[config.mk]
export PLATFORM = sky130hd
export DESIGN_NAME = scer_responder
export DESIGN_NICKNAME = d
export VERILOG_FILES = /design/src/pkg/scer_pkg.sv /design/src/hw/scer_hex_digit.sv /design/src/hw/scer_responder.sv
export SDC_FILE = /design/constraint.sdc
export NUM_CORES = 1
export LEC_CHECK = 0
export ABC_AREA = 1
export BUFFER_PORTS_ARGS = -buffer_cell sky130_fd_sc_hd__buf_4
export CORE_MARGIN = 2
export CORE_UTILIZATION = 65
export DETAILED_ROUTE_END_ITERATION = 10
export HOLD_SLACK_MARGIN = 0.1
export MAX_ROUTING_LAYER = met4
export PLACE_DENSITY_LB_ADDON = 0.3
export SYNTH_ARGS = -nofsm -noshare
export SYNTH_HDL_FRONTEND = slang
export SYNTH_SLANG_ARGS = --single-unit
[constraint.sdc]
create_clock -name i_core_clk -period 5 [get_ports i_core_clk]
set_clock_uncertainty 0.15 [all_clocks]
set_input_delay 0.25 -clock i_core_clk [delete_from_list [all_inputs] [get_ports i_core_clk]]
set_output_delay 0.25 -clock i_core_clk [all_outputs]
set_load 0.01 [all_outputs]
[src/pkg/scer_pkg.sv]
// Functional notes
// - Bad or out-of-range channel replies code 1
// - Too few parameters replies code 3
// - Channel unfit for task replies code 4
// - Parity or framing fault replies code 9
// - Text replies start with "Error, "
// - Unrecognized command echoes command, ends CR
// - Partly recognized command echoes command, ends CR
// - Unit select needs CR right after digits
// - Selected unit answers until another select
package scer_pkg;

   // ASCII characters used by the interpreter
   localparam logic [7:0] CH_CR    = 8'h0D;
   localparam logic [7:0] CH_BANG  = 8'h21;
   localparam logic [7:0] CH_ZERO  = 8'h30;
   localparam logic [7:0] CH_COMMA = 8'h2C;
   localparam logic [7:0] CH_SPACE = 8'h20;
   localparam logic [7:0] CH_COLON = 8'h3A;

   // Numeric error codes
   localparam logic [3:0] CODE_CHAN   = 4'h1;
   localparam logic [3:0] CODE_SYNTAX = 4'h3;
   localparam logic [3:0] CODE_TASK   = 4'h4;
   localparam logic [3:0] CODE_PARITY = 4'h9;

   // Highest legal channel number
   localparam logic [7:0] CHAN_MAX = 8'h07;

   // Command buffer depth for echo
   localparam int CMD_DEPTH = 32;

   // Reset values
   localparam logic [7:0] ADDR_RST = 8'h00;

   // Verdict that the command parser hands in with each command
   typedef enum logic [2:0] {
      SCER_OK,
      SCER_UNKNOWN,
      SCER_PARTIAL,
      SCER_SYNTAX,
      SCER_TASK
   } scer_verdict_t;

   // Received character from the serial receiver
   typedef struct packed {
      logic [7:0] data;
      logic       parity_err;
      logic       frame_err;
   } scer_rx_t;

   // Check summary of a finished command
   typedef struct packed {
      scer_verdict_t verdict;
      logic          has_chan;
      logic [7:0]    chan;
   } scer_check_t;

endpackage

[src/hw/scer_hex_digit.sv]
`timescale 1ns/1ps
// Converts one four-bit value to an ASCII hex digit
module scer_hex_digit (
   input  wire logic [3:0] i_val,
   output logic      [7:0] o_char
);
   // Digits 0-9 then A-F
   always_comb begin
      if (i_val < 4'hA) begin
         o_char = 8'h30 + {4'h0, i_val};
      end else begin
         o_char = 8'h37 + {4'h0, i_val};
      end
   end
endmodule // scer_hex_digit

[src/hw/scer_responder.sv]
`timescale 1ns/1ps
// Error responder: collects command characters, judges the finished
// command, and streams the reply byte by byte to the transmitter.
module scer_responder (
   input  wire logic              i_core_clk,
   input  wire logic              i_resetn,
   input  wire logic              i_rx_valid,   // One pulse per char
   input  wire scer_pkg::scer_rx_t i_rx,
   input  wire scer_pkg::scer_check_t i_check,  // Valid with the CR
   input  wire logic [7:0]        i_unit_addr,  // Own address, 00 = none
   input  wire logic              i_tx_ready,
   output logic                   o_tx_valid,
   output logic [7:0]             o_tx_data,
   output logic                   o_selected,
   output logic                   o_busy
);
   import scer_pkg::*;

   // Reply kinds
   typedef enum logic [1:0] {
      RK_CODE, RK_UNK, RK_PART, RK_TERM
   } scer_kind_t;

   // Reply sequencer states
   typedef enum logic [2:0] {
      ST_IDLE, ST_PREFIX, ST_TEXT, ST_ECHO, ST_CODE, ST_CR, ST_DONE
   } scer_state_t;

   localparam int TXT_LEN = 40;

   // Text bodies, stored right-aligned, padded with zero bytes
   localparam logic [8*TXT_LEN-1:0] TXT_UNK =
      {{18{8'h00}}, "Unrecognized Command: "};
   localparam logic [8*TXT_LEN-1:0] TXT_PART =
      {{10{8'h00}}, "Command not fully recognized: "};
   localparam logic [8*TXT_LEN-1:0] TXT_TERM =
      {{3{8'h00}}, "Address command must be CR terminated"};
   localparam logic [8*7-1:0] TXT_PREFIX = "Error, ";

   logic [7:0]        cmd_buf [CMD_DEPTH];  // Echo store
   logic [5:0]        cmd_len;              // Chars held
   logic              line_fault;           // Parity/framing seen
   logic              selected;             // Unit answers commands
   scer_state_t       state;
   scer_kind_t        kind;
   logic [3:0]        code;
   logic [5:0]        idx;                  // Position in text
   logic [7:0]        txt_char;
   logic [7:0]        code_char;
   logic              end_cmd;
   logic              sel_cmd;
   logic [7:0]        sel_addr;
   logic [7:0]        hi_char;
   logic [7:0]        lo_char;
   logic [3:0]        hi_nib;
   logic [3:0]        lo_nib;
   logic [8*TXT_LEN-1:0] txt_sel;
   logic [5:0]        echo_len;             // Chars to echo back
   logic              fault_now;            // Fault seen, this char too
   logic              live;                 // Unit may answer
   logic              load;                 // Output byte register free
   logic              reply_due;            // Finished command needs reply
   logic              start_reply;          // Reply starts this cycle
   scer_kind_t        next_kind;
   logic [3:0]        next_code;

   // End of command is a CR with no reply in progress
   assign end_cmd = i_rx_valid && (i_rx.data == CH_CR) &&
                    (state == ST_IDLE);
   assign sel_cmd = (cmd_len != 6'd0) && (cmd_buf[0] == CH_BANG);
   assign hi_char = cmd_buf[1];
   assign lo_char = cmd_buf[2];
   // A fault on the closing CR itself must count as well
   assign fault_now = line_fault ||
                      (i_rx_valid && (i_rx.parity_err || i_rx.frame_err));
   assign live = selected || (i_unit_addr == ADDR_RST);
   // Next byte may be loaded once the current one is taken
   assign load = !o_tx_valid || i_tx_ready;

   // ASCII hex digit to nibble; invalid yields 4'h0
   function automatic logic [3:0] nib(input logic [7:0] c);
      if (c >= 8'h30 && c <= 8'h39) begin
         nib = c[3:0];
      end else if (c >= 8'h41 && c <= 8'h46) begin
         nib = c[3:0] + 4'h9;
      end else begin
         nib = 4'h0;
      end
   endfunction
   assign hi_nib   = nib(hi_char);
   assign lo_nib   = nib(lo_char);
   assign sel_addr = {hi_nib, lo_nib};

   // Collect command characters; extra chars past depth are dropped
   always_ff @(posedge i_core_clk) begin
      if (!i_resetn) begin
         cmd_len  <= 6'd0;
         echo_len <= 6'd0;
      end else if (end_cmd) begin
         // Buffer is kept for the echo; chars are dropped while busy
         cmd_len  <= 6'd0;
         echo_len <= cmd_len;
      end else if (i_rx_valid && state == ST_IDLE &&
                   cmd_len < 6'(CMD_DEPTH)) begin
         cmd_buf[cmd_len[4:0]] <= i_rx.data;
         cmd_len <= cmd_len + 6'd1;
      end
   end

   // Any faulty char taints the whole command
   always_ff @(posedge i_core_clk) begin
      if (!i_resetn || end_cmd) begin
         line_fault <= 1'b0;
      end else if (i_rx_valid && state == ST_IDLE &&
                   (i_rx.parity_err || i_rx.frame_err)) begin
         line_fault <= 1'b1;
      end
   end

   // Unit selection stays until another select names another unit
   always_ff @(posedge i_core_clk) begin
      if (!i_resetn) begin
         selected <= 1'b0;
      end else if (end_cmd && sel_cmd && !fault_now &&
                   cmd_len == 6'd3) begin
         selected <= (sel_addr == i_unit_addr);
      end
   end

   // Judge the finished command; a line fault outranks every verdict
   always_comb begin
      next_kind = RK_CODE;
      next_code = 4'h0;
      reply_due = 1'b0;
      if (live && fault_now) begin
         next_code = CODE_PARITY;
         reply_due = 1'b1;
      end else if (live && sel_cmd && cmd_len > 6'd3) begin
         // Only a listening unit complains, so drops do not collide
         next_kind = RK_TERM;
         reply_due = 1'b1;
      end else if (live && !sel_cmd) begin
         if (i_check.verdict == SCER_UNKNOWN) begin
            next_kind = RK_UNK;
            reply_due = 1'b1;
         end else if (i_check.verdict == SCER_PARTIAL) begin
            next_kind = RK_PART;
            reply_due = 1'b1;
         end else if (i_check.verdict == SCER_SYNTAX) begin
            next_code = CODE_SYNTAX;
            reply_due = 1'b1;
         end else if (i_check.has_chan &&
                      i_check.chan > CHAN_MAX) begin
            next_code = CODE_CHAN;
            reply_due = 1'b1;
         end else if (i_check.verdict == SCER_TASK) begin
            next_code = CODE_TASK;
            reply_due = 1'b1;
         end
      end
   end
   assign start_reply = end_cmd && reply_due;

   // Reply sequencer; steps whenever the output byte is free, so the
   // pointer always names the byte being loaded, never a stale one
   always_ff @(posedge i_core_clk) begin
      if (!i_resetn) begin
         state <= ST_IDLE;
         kind  <= RK_CODE;
         code  <= 4'h0;
         idx   <= 6'd0;
      end else begin
         unique case (state)
            ST_IDLE: begin
               idx <= 6'd0;
               if (start_reply) begin
                  kind  <= next_kind;
                  code  <= next_code;
                  state <= (next_kind == RK_CODE) ? ST_CODE : ST_PREFIX;
               end
            end
            ST_PREFIX: if (load) begin
               if (idx == 6'd6) begin
                  idx   <= 6'd0;
                  state <= ST_TEXT;
               end else begin
                  idx <= idx + 6'd1;
               end
            end
            ST_TEXT: if (load) begin
               if (idx == 6'(TXT_LEN - 1)) begin
                  idx   <= 6'd0;
                  state <= (kind == RK_TERM) ? ST_CR : ST_ECHO;
               end else begin
                  idx <= idx + 6'd1;
               end
            end
            ST_ECHO: if (load) begin
               // Buffer holds the command without its CR
               if (idx + 6'd1 >= echo_len) begin
                  state <= ST_CR;
               end
               idx <= idx + 6'd1;
            end
            ST_CODE: if (load) begin
               state <= ST_CR;
            end
            ST_CR: if (load) begin
               state <= ST_DONE;
            end
            // Wait until the closing CR has been taken
            ST_DONE: if (load) begin
               state <= ST_IDLE;
            end
            default: state <= ST_IDLE;
         endcase
      end
   end

   // Current text character, padding bytes skipped as zero
   always_comb begin
      unique case (kind)
         RK_UNK:  txt_sel = TXT_UNK;
         RK_PART: txt_sel = TXT_PART;
         default: txt_sel = TXT_TERM;
      endcase
      txt_char = txt_sel[8*(TXT_LEN-1-int'(idx)) +: 8];
   end

   scer_hex_digit u_code_digit (
      .i_val  (code),
      .o_char (code_char)
   );

   // Registered transmit byte; held untouched while the host stalls
   always_ff @(posedge i_core_clk) begin
      if (!i_resetn) begin
         o_tx_valid <= 1'b0;
         o_tx_data  <= 8'h00;
      end else if (load) begin
         unique case (state)
            ST_PREFIX: begin
               o_tx_valid <= 1'b1;
               o_tx_data  <= TXT_PREFIX[8*(6-int'(idx)) +: 8];
            end
            ST_TEXT: begin
               // Pad bytes cost a cycle but are never offered
               o_tx_valid <= (txt_char != 8'h00);
               o_tx_data  <= txt_char;
            end
            ST_ECHO: begin
               o_tx_valid <= (idx < echo_len);
               o_tx_data  <= cmd_buf[idx[4:0]];
            end
            ST_CODE: begin
               o_tx_valid <= 1'b1;
               o_tx_data  <= code_char;
            end
            ST_CR: begin
               o_tx_valid <= 1'b1;
               o_tx_data  <= CH_CR;
            end
            default: o_tx_valid <= 1'b0;
         endcase
      end
   end

   // Status outputs; busy runs from the closing CR of the command to
   // acceptance of the reply's last byte, exactly while not idle
   always_ff @(posedge i_core_clk) begin
      if (!i_resetn) begin
         o_selected <= 1'b0;
         o_busy     <= 1'b0;
      end else begin
         o_selected <= selected;
         if (!o_busy) begin
            o_busy <= start_reply;
         end else begin
            o_busy <= !(state == ST_DONE && load);
         end
      end
   end
endmodule // scer_responder

==> summary.txt, run 1 <==
Starting DRT DRC Count -> 1307
Peak supply drop -> 0.348 mV
MaxCap Viol Count -> 0
Drt drc -> 0
Drt pass-1 iters -> 5
Std cell rows -> 54
Clock latency on the worst-skew pair -> 0.56 ns
Power per cell area -> 389 nW/µm²
WS Path Type -> register to register
Post-synth cell types -> 46
Final hold viol count -> 0
Layout area overhead -> 11.9%
Register area -> 8590 µm²
Relative slew slack -> 0.386
Mapped Area -> 14400 µm²
Number of port buffers -> 41
Cell count after synthesis -> 1485
CP delay by family, top -> simple AND/OR/NAND/NOR gates
Synth area leaders -> edfxtp_1, o21ai_0, dfxtp_1
Critical path peak fanout -> 12
Gate power share -> 0.172
Sequential share of the synthesized area -> 0.595
Net count after synthesis -> 1553
Nets -> 1590
Area of the multi-input gates -> 5090 µm²
Placed cells -> 1748
Pre-CTS WS -> 1.51 ns
CTS clock-pin slew for the worst setup and hold paths -> 0.06 ns
Chip Width -> 153 µm
Routed Antenna Nets -> 0
Filler cells -> 1461
Sw Ratio -> 0.279
TritonCTS clock tree -> built
Vias in the first global route -> 11101
Tmin final -> 3.82 ns
First-pass GRT wire length -> 59800 µm
Post-synth top cells -> edfxtp_1, nor2_1, nand2_1
Crit path top cell by count -> nand2_1
Buf+Inv Stages, Crit Path -> 4
Status -> complete, no violations
Pint -> 4.52 mW
CP Data Required Time -> 5.30 ns
Syn. warnings -> 0
CTS buffer count -> 29
Slowest CP cell -> dfxtp_1
Largest net degree at the start of global routing -> 79
Post-synth EDFFs -> 256
CTS root buffer -> clkbuf_16
Routed WL -> 37900 µm
Post-route setup slack -> 1.18 ns
Die Area -> 23400 µm²
Top FF cell, synth -> edfxtp_1
Yosys top cell area share -> 0.533
Final GP Congestion -> 0.927
Share of post-route cells with drive strength above 1 -> 0.0880
Cell taking the most area after synthesis -> edfxtp_1
Hold depth -> 5
Reg power frac -> 0.455
Max frequency -> 262 MHz
Fraction of registers with async set/reset -> 0
Most frequent cell after synthesis -> edfxtp_1
Unrepaired setup endpoints after global routing -> false
Fin Setup TNS -> 0 ns
Post-route insts no fill -> 1825
# setup viols final -> 0
All-layer global routing usage -> 0.333
Startpoint Class -> register
Crit-path cells -> inv_1, nor2_1, inv_1, o21ai_0, nor2_1, nand2_1, nand2_1, nand2_1, nand2_1, nand2_1, nand2_1, nor2_1, nand2_1, nand2_1, nand3_1, nand2_1, dlygate4sd3_1, inv_1
WP data arrival -> 4.12 ns
Switch Pwr -> 1.75 mW
Avg Vias per Cell -> 6.38
CP startpoint -> idx[2]
Initial Utilization -> 0.661
#FFs+latches synth -> 301
Endpoint class of the critical path -> register
Total core area -> 21800 µm²
Die H -> 153 µm
H-tree depth -> 1
WL/cell -> 20.8 µm
R2R depth -> 18
HPWL after DPL -> 23600 µm
Crit path depth -> 18
Syn Area/Cell -> 9.71 µm²
Critical path's largest stage delay -> 0.72 ns
I/O Pins -> 45
Vias -> 11641
Worst-margin pin slew -> 0.918 ns
Final period utilization -> 0.764
Reg2reg setup slack -> 1.18 ns
Clk sinks -> 301
Hold crit path type -> primary input to register
Total grt overflow -> 0
Critical R2R Capture -> o_tx_valid
P_leak -> 5.97 nW
RR Startpoint -> idx[2]
Final Max Slew Viols -> 0
Initial antenna violation count -> 0
CP Capture Point -> o_tx_valid
Clk pwr share -> 0.373
Clk buf depth -> 3
Diode count -> 0
## through the flow
| step | power (mW) | hold slack, ns | util | cell area (µm²) |
|---|---|---|---|---|
| floorplan | 3.60 | 0.199 | - | 14400 |
| detailed placement | 3.93 | 0.287 | 0.682 | 14900 |
| finish | 6.27 | 0.258 | 0.740 | 16100 |
| CTS | 6.25 | 0.201 | 0.740 | 16100 |
| global placement | 3.90 | 0.278 | 0.682 | 14900 |
| global route | 6.50 | 0.302 | 0.740 | 16100 |
## tightest hold or removal path: cells and delay by family
kind / cells / cell delay [ns]
and+or+nand+nor: 2 / 0.18
AOI/OAI and AO/OA: 2 / 0.36
buffers and inverters: 1 / 0.10
## worst min path at each step
stage          startpoint  slack (ns)            end
3_5_place_dp     selected        0.29     o_selected
2_1_floorplan     i_rx[2]        0.20  cmd_buf[0][0]
6_report       i_check[4]        0.26        code[0]
3_3_place_gp     selected        0.28     o_selected
4_1_cts        i_check[4]        0.20        code[0]
5_1_grt        i_check[4]        0.30        code[0]
## logic make-up (layout without fill, tap and decap cells)
family | after synthesis | in the layout | synth area share
flip-flops | 301 | 301 | 0.595
AND/OR/NAND/NOR | 605 | 605 | 0.178
XOR/XNOR | 7 | 7 | 0.00425
AO/OA/AOI/OAI | 351 | 351 | 0.141
buffers and inverters | 187 | 247 | 0.0515
adder cells (fa/ha/maj) | 34 | 34 | 0.0295
## cells in the final DEF, fill, tap and decap left out, drive strengths merged, types with 24 or more instances in the layout
cell type and count:
a21oi 55, o21ai 198, clkbuf 34, buf 53, nand3 107, inv 114, edfxtp 256, o221ai 36
nor2 232, ha 34, nand2 225, o22ai 24, dfxtp 45
## final cells by class
cell class / count / share of cell area
multi-input combinational: 997 / 0.316
sequential: 301 / 0.532
timing repair buffer: 76 / 0.0397
clock buffer: 34 / 0.0467
inverter: 117 / 0.0273
tap: 280 / 0.0217
clock inverter: 20 / 0.0170
## sequential cells by signal, summed over array words and instances (netlist names), 2 cells and up, named ones only
signal	count
o_tx_data	8
cmd_len	6
echo_len	6
cmd_buf	256
kind	2
code	4
state	3
idx	6
## metal layers
metal	wire length [µm]	part of all wire	global-route usage	vias to the layer above
met5	0	0	-	-
met4	1390	0.037	0.115	0
met3	4180	0.11	0.0508	91
met2	17500	0.46	0.511	724
met1	14800	0.39	0.462	5488
li1	-	-	-	5338
## what timing repair did
item                      in CTS  in global routing
gates resized for setup        0                  0
hold buffers                  23                  0
setup buffers                  0                  0
hold endpoints to repair     280                  0
## power groups by stage
stage	clock, mW	sequential [mW]	combinational [mW]
2_1_floorplan	0	2.88	0.725
3_3_place_gp	0	2.90	0.999
3_5_place_dp	0	2.91	1.02
4_1_cts	2.34	2.85	1.05
5_1_grt	2.45	2.86	1.19
6_report	2.34	2.85	1.08
No activity file was read; power rests on OpenSTA's default activity.
==> inputs of run 2 (changes only) <==
Settings changed: CORE_UTILIZATION 65 to 56.
Clock period 5 ns to 3.25 ns, I/O delays scaled along.
==> summary.txt, run 2 (synthesized netlist as in run 1, its figures left out) <==
Largest register FFs -> 256 (unchanged)
Most frequent cells in the layout -> edfxtp_1, nor2_1, nand2_1 (unchanged)
Met1 GRT Util -> 0.391 (was 0.462)
Buf+Inv Stages, Crit Path -> 5 (was 4)
I/O Pins -> 45 (unchanged)
Die H -> 165 µm (was 153 µm)
MaxCap Viol Count -> 0 (unchanged)
Busiest layer in global routing -> met2 (unchanged)
WS Path Type -> register to register (unchanged)
TritonCTS clock tree -> built (unchanged)
Chip Width -> 165 µm (was 153 µm)
Relative slew slack -> 0.401 (was 0.386)
Largest net degree at the start of global routing -> 124 (was 79)
Peak supply drop -> 0.445 mV (was 0.348 mV)
Std cell rows -> 58 (was 54)
Starting DRT DRC Count -> 1248 (was 1307)
Met2 usage -> 0.471 (was 0.511)
Nets -> 1626 (was 1590)
Crit path top cell by count -> nand2_1 (unchanged)
Worst-margin pin slew -> 0.896 ns (was 0.918 ns)
CP Data Required Time -> 3.56 ns (was 5.30 ns)
Unrepaired setup endpoints after global routing -> true (was false)
Total grt overflow -> 0 (unchanged)
P_leak -> 6.16 nW (was 5.97 nW)
Diode count -> 0 (unchanged)
Layout area overhead -> 14.8% (was 11.9%)
First-pass GRT wire length -> 59200 µm (was 59800 µm)
Die Area -> 27100 µm² (was 23400 µm²)
Status -> complete, no violations (unchanged)
Number of port buffers -> 41 (unchanged)
Fin util -> 0.656 (was 0.740)
Share of post-route cells with drive strength above 1 -> 0.107 (was 0.0880)
HPWL after DPL -> 24800 µm (was 23600 µm)
Endpoint class of the critical path -> register (unchanged)
Tmin final -> 3.14 ns (was 3.82 ns)
WL/cell -> 20.0 µm (was 20.8 µm)
Clk buf depth -> 3 (unchanged)
Final hold viol count -> 0 (unchanged)
All-layer global routing usage -> 0.293 (was 0.333)
Power per cell area -> 579 nW/µm² (was 389 nW/µm²)
CTS clock-pin slew for the worst setup and hold paths -> 0.06 ns (about the same)
Startpoint Class -> register (unchanged)
H-tree depth -> 1 (unchanged)
Initial Utilization -> 0.571 (was 0.661)
Routed WL -> 38200 µm (was 37900 µm)
WP data arrival -> 3.45 ns (was 4.12 ns)
Avg Vias per Cell -> 5.98 (was 6.38)
Clk sinks -> 301 (unchanged)
CTS buffer count -> 30 (was 29)
Final Max Slew Viols -> 0 (unchanged)
Hold crit path type -> register to register (was primary input to register)
Final period utilization -> 0.965 (was 0.764)
Drt pass-1 iters -> 6 (was 5)
Max frequency -> 319 MHz (was 262 MHz)
Critical path peak fanout -> 13 (was 12)
Commonest non-fill, non-tap cell in the layout -> edfxtp_1 (unchanged)
# setup viols final -> 0 (unchanged)
Vias -> 11439 (was 11641)
Critical path's largest stage delay -> 0.54 ns (was 0.72 ns)
Crit-path cells -> buf_6, inv_1, ha_1, buf_4, nand2_1, nor2_1, nand2_1, nand3_1, nand2_1, nand2_1, nor2_1, nand2_1, nand2_1, nand3_1, nand2_1, dlygate4sd3_1, inv_1 (was inv_1, nor2_1, inv_1, o21ai_0, nor2_1, nand2_1, nand2_1, nand2_1, nand2_1, nand2_1, nand2_1, nor2_1, nand2_1, nand2_1, nand3_1, nand2_1, dlygate4sd3_1, inv_1)
CP delay by family, top -> buffers and inverters (was simple AND/OR/NAND/NOR gates)
Total chip power -> 9.60 mW (was 6.27 mW)
Total core area -> 25300 µm² (was 21800 µm²)
Initial antenna violation count -> 0 (unchanged)
CTS root buffer -> clkbuf_16 (unchanged)
Drt drc -> 0 (unchanged)
Vias in the first global route -> 10878 (was 11101)
Final GP Congestion -> 0.966 (was 0.927)
Routed Antenna Nets -> 0 (unchanged)
Slowest CP cell -> dlygate4sd3_1 (was dfxtp_1)
Clock latency on the worst-skew pair -> 0.56 ns (about the same)
Grt met3 use -> 0.0367 (was 0.0508)
==> run 2: changes by cell type in the layout (fill, tap and decap cells not counted), sizes merged <==
cell	delta
buf	+27
dlygate4sd3	+7
clkbuf	+12
clkinv	-2
bufinv	-3
inv	-2
clkinvlp	-3
o21ai	+1
==> run 2: report_power, final <==
| group | internal (mW) | switching (mW) | total [mW] |
|---|---|---|---|
| registers | 4.29 | 0.0772 | 4.36 |
| clock network | 2.12 | 1.40 | 3.51 |
| logic | 0.563 | 1.16 | 1.72 |
==> run 2: worst paths after layout <==
check / startpoint / endpoint / slack, ns / cells past startpoint
max: idx[3] / o_tx_valid / 0.11 / 17
min: selected / o_selected / 0.30 / 2
max reg2reg: idx[3] / o_tx_valid / 0.11 / 17
min reg2reg: selected / o_selected / 0.30 / 2
==> run 2: stage by stage <==
stage          cells  setup WS [ns]  hold WS [ns]  setup TNS [ns]  instance area (µm²)
2_1_floorplan   1485          0.663         0.111               0                14400
3_3_place_gp    1824          0.281         0.279               0                15200
3_5_place_dp    1824          0.219         0.296               0                15200
4_1_cts         1910         0.0437         0.306               0                16500
5_1_grt         1912        -0.0767         0.326         -0.0935                16600
6_report        1912          0.114         0.300               0                16600
==> run 2: worst min-delay path, cell delays in order (launching register included) <==
cell	delay, ns
dfxtp_1	0.31
nand2_1	0.06
inv_1	0.04
==> run 2: area by class of cell <==
class | count | area, µm²
clock buffers | 46 | 892
clock inverters | 10 | 123
fillers | 2006 | 8690
inverters | 117 | 440
multi-input cells | 998 | 5140
flip-flops and latches | 301 | 8590
well taps | 330 | 413
repair buffers | 110 | 967
==> run 2: repair_timing <==
action                     in CTS  in global routing
hold endpoints to repair      287                  0
gates resized for setup         0                 10
setup endpoints to repair       0                 10
buffers inserted                0                  1
hold buffers                   30                  0
==> run 2: metal layers <==
| metal | up-vias | wire length, µm |
|---|---|---|
| met3 | 78 | 3030 |
| met4 | 0 | 1270 |
| li1 | 5405 | - |
| met2 | 546 | 18300 |
| met5 | - | 0 |
| met1 | 5410 | 15600 |
==> inputs of run 3 (changes only) <==
--- a/config.mk
+++ b/config.mk
@@ -8,6 +8,8 @@
 export ABC_AREA = 1
 export BUFFER_PORTS_ARGS = -buffer_cell sky130_fd_sc_hd__buf_4
+export CELL_PAD_IN_SITES_DETAIL_PLACEMENT = 1
+export CELL_PAD_IN_SITES_GLOBAL_PLACEMENT = 1
 export CORE_MARGIN = 2
-export CORE_UTILIZATION = 56
+export CORE_UTILIZATION = 44
 export DETAILED_ROUTE_END_ITERATION = 10
 export HOLD_SLACK_MARGIN = 0.1
==> constraint.sdc (replaced) <==
create_clock -name i_core_clk -period 3.25 [get_ports i_core_clk]
set_clock_uncertainty 0.15 [all_clocks]
set_input_delay 0.4875 -clock i_core_clk [delete_from_list [all_inputs] [get_ports i_core_clk]]
set_output_delay 0.4875 -clock i_core_clk [all_outputs]
set_load 0.01 [all_outputs]
==> summary.txt, run 3 (synthesized netlist as in run 1, its figures left out) <==
CTS root buffer -> clkbuf_16 (unchanged)
Routed Antenna Nets -> 0 (unchanged)
Die Area -> 34300 µm² (was 27100 µm²)
Nets -> 1610 (was 1626)
Met1 GRT Util -> 0.379 (was 0.391)
Area of the multi-input gates -> 5090 µm² (was 5140 µm²)
Critical R2R Capture -> cmd_buf[6][3] (was o_tx_valid)
Worst-margin pin slew -> 0.960 ns (was 0.896 ns)
Pre-CTS WS -> 0.338 ns (was 0.219 ns)
Largest net degree at the start of global routing -> 60 (was 124)
Crit path depth -> 13 (was 17)
Vias -> 11678 (was 11439)
Final GP Congestion -> 0.946 (was 0.966)
CP Capture Point -> cmd_buf[6][3] (was o_tx_valid)
Max frequency -> 343 MHz (was 319 MHz)
WL/cell -> 22.7 µm (was 20.0 µm)
Clk buf depth -> 3 (unchanged)
I/O Pins -> 45 (unchanged)
CTS clock-pin slew for the worst setup and hold paths -> 0.06 ns (about the same)
WP data arrival -> 2.91 ns (was 3.45 ns)
Met2 usage -> 0.443 (was 0.471)
First-pass GRT wire length -> 70800 µm (was 59200 µm)
Commonest non-fill, non-tap cell in the layout -> edfxtp_1 (unchanged)
Avg Vias per Cell -> 5.82 (was 5.98)
H-tree depth -> 2 (was 1)
Largest register FFs -> 256 (unchanged)
Crit path top cell by count -> inv_1 (was nand2_1)
TritonCTS clock tree -> built (unchanged)
Crit-path cells -> nor2_2, inv_1, nor2_4, inv_1, nor2_1, inv_1, nor2_4, nor2_1, nand2_1, inv_1, nand2_1, buf_4, nor2_1 (was buf_6, inv_1, ha_1, buf_4, nand2_1, nor2_1, nand2_1, nand3_1, nand2_1, nand2_1, nor2_1, nand2_1, nand2_1, nand3_1, nand2_1, dlygate4sd3_1, inv_1)
Relative slew slack -> 0.358 (was 0.401)
Fin util -> 0.511 (was 0.656)
Initial Utilization -> 0.446 (was 0.571)
Post-route setup slack -> 0.332 ns (was 0.114 ns)
Resized cells post-CTS -> 0 (unchanged)
Power per cell area -> 611 nW/µm² (was 579 nW/µm²)
Placed instance area -> 15400 µm² (was 15200 µm²)
Fin Setup TNS -> 0 ns (unchanged)
Total core area -> 32400 µm² (was 25300 µm²)
R2R depth -> 13 (was 17)
WS Path Type -> register to register (unchanged)
Hold Slack -> 0.205 ns (was 0.300 ns)
Layout area overhead -> 14.6% (was 14.8%)
MaxCap Viol Count -> 0 (unchanged)
Endpoint class of the critical path -> register (unchanged)
Final Max Slew Viols -> 0 (unchanged)
Filler cells -> 3660 (was 2006)
Grt met3 use -> 0.0372 (was 0.0367)
Diode count -> 0 (unchanged)
Peak supply drop -> 0.353 mV (was 0.445 mV)
Chip Width -> 185 µm (was 165 µm)
CTS buffer count -> 34 (was 30)
All-layer global routing usage -> 0.282 (was 0.293)
Status -> complete, no violations (unchanged)
Initial antenna violation count -> 0 (unchanged)
CP Data Required Time -> 3.24 ns (was 3.56 ns)
Register area -> 8590 µm² (unchanged)
# setup viols final -> 0 (unchanged)
Critical path's largest stage delay -> 0.74 ns (was 0.54 ns)
Die H -> 185 µm (was 165 µm)
Critical path peak fanout -> 8 (was 13)
Most frequent cells in the layout -> edfxtp_1, nor2_1, nand2_1 (unchanged)
Routed WL -> 45600 µm (was 38200 µm)
Unrepaired setup endpoints after global routing -> false (was true)
Vias in the first global route -> 12054 (was 10878)
Hold crit path type -> primary input to register (was register to register)
Number of port buffers -> 41 (unchanged)
Final Cell Area -> 16500 µm² (was 16600 µm²)
Busiest layer in global routing -> met2 (unchanged)
Std cell rows -> 66 (was 58)
Buf+Inv Stages, Crit Path -> 5 (unchanged)
Final period utilization -> 0.898 (was 0.965)
# hold bufs at CTS -> 0 (was 30)
Drt pass-1 iters -> 5 (was 6)
CP startpoint -> state[1] (was idx[3])
Post-CTS Repair Setup Buffers -> 0 (unchanged)
Clock latency on the worst-skew pair -> 0.53 ns (was 0.56 ns)
CP delay by family, top -> simple AND/OR/NAND/NOR gates (was buffers and inverters)
P_leak -> 6.12 nW (was 6.16 nW)
Final hold viol count -> 0 (unchanged)
Total grt overflow -> 0 (unchanged)
Tmin final -> 2.92 ns (was 3.14 ns)
RR Startpoint -> state[1] (was idx[3])
Clk sinks -> 301 (unchanged)
Startpoint Class -> register (unchanged)
Starting DRT DRC Count -> 973 (was 1248)
Slowest CP cell -> nor2_1 (was dlygate4sd3_1)
Drt drc -> 0 (unchanged)
Reg2reg setup slack -> 0.33 ns (was 0.11 ns)
HPWL after DPL -> 30800 µm (was 24800 µm)
Share of post-route cells with drive strength above 1 -> 0.111 (was 0.107)
## run 3: changes by cell type in the layout (fill, tap and decap cells not counted), moves of 2 or more
| cell | previous run | this run |
|---|---|---|
| buf_12 | 5 | 3 |
| buf_4 | 74 | 88 |
| clkbuf_1 | 9 | 7 |
| clkbuf_16 | 31 | 34 |
| clkbuf_8 | 6 | 4 |
| clkinv_1 | 6 | 8 |
| clkinv_2 | 6 | 2 |
| dlygate4sd3_1 | 30 | 0 |
| ha_1 | 32 | 34 |
## run 3: per-stage QoR
step	instances	power, mW
5_1_grt	2006	10.5
2_1_floorplan	1485	5.55
3_5_place_dp	1948	6.23
3_3_place_gp	1948	6.18
4_1_cts	2006	10.1
6_report	2006	10.1
## run 3: routing by layer
| layer | routed length (µm) | up-vias |
|---|---|---|
| li1 | - | 5364 |
| met1 | 19800 | 5830 |
| met2 | 21500 | 385 |
| met3 | 2760 | 99 |
| met4 | 1490 | 0 |
| met5 | 0 | - |
## run 3: worst min-delay path by stage
stage | end | depth (start not counted) | from | slack, ns
CTS | code[2] | 4 | i_check[9] | 0.20
floorplan | o_selected | 2 | selected | 0.27
global route | code[2] | 4 | i_check[9] | 0.23
global placement | o_selected | 2 | selected | 0.30
finish | code[2] | 4 | i_check[9] | 0.21
detailed placement | code[3] | 2 | code[3] | 0.30
## run 3: area by class of cell
type                    instances  area share
flip-flops and latches        301       0.520
multi-input cells             997       0.308
clock buffers                  45      0.0564
repair buffers                 91      0.0436
well taps                     442      0.0335
inverters                     117      0.0266
clock inverters                13      0.0119
## run 3: worst reg2reg max path, cell delays in order (launching register included)
cell and delay, ns:
dfxtp_1 0.40, nor2_2 0.06, inv_1 0.11, nor2_4 0.06, inv_1 0.08, nor2_1 0.04, inv_1 0.14, nor2_4 0.06
nor2_1 0.23, nand2_1 0.11, inv_1 0.10, nand2_1 0.06, buf_4 0.19, nor2_1 0.74
## run 3: power breakdown
group	switching, mW	total [mW]	internal (mW)
logic	1.24	1.80	0.559
clock network	1.57	3.93	2.35
registers	0.0898	4.38	4.29
total	2.91	10.1	7.20
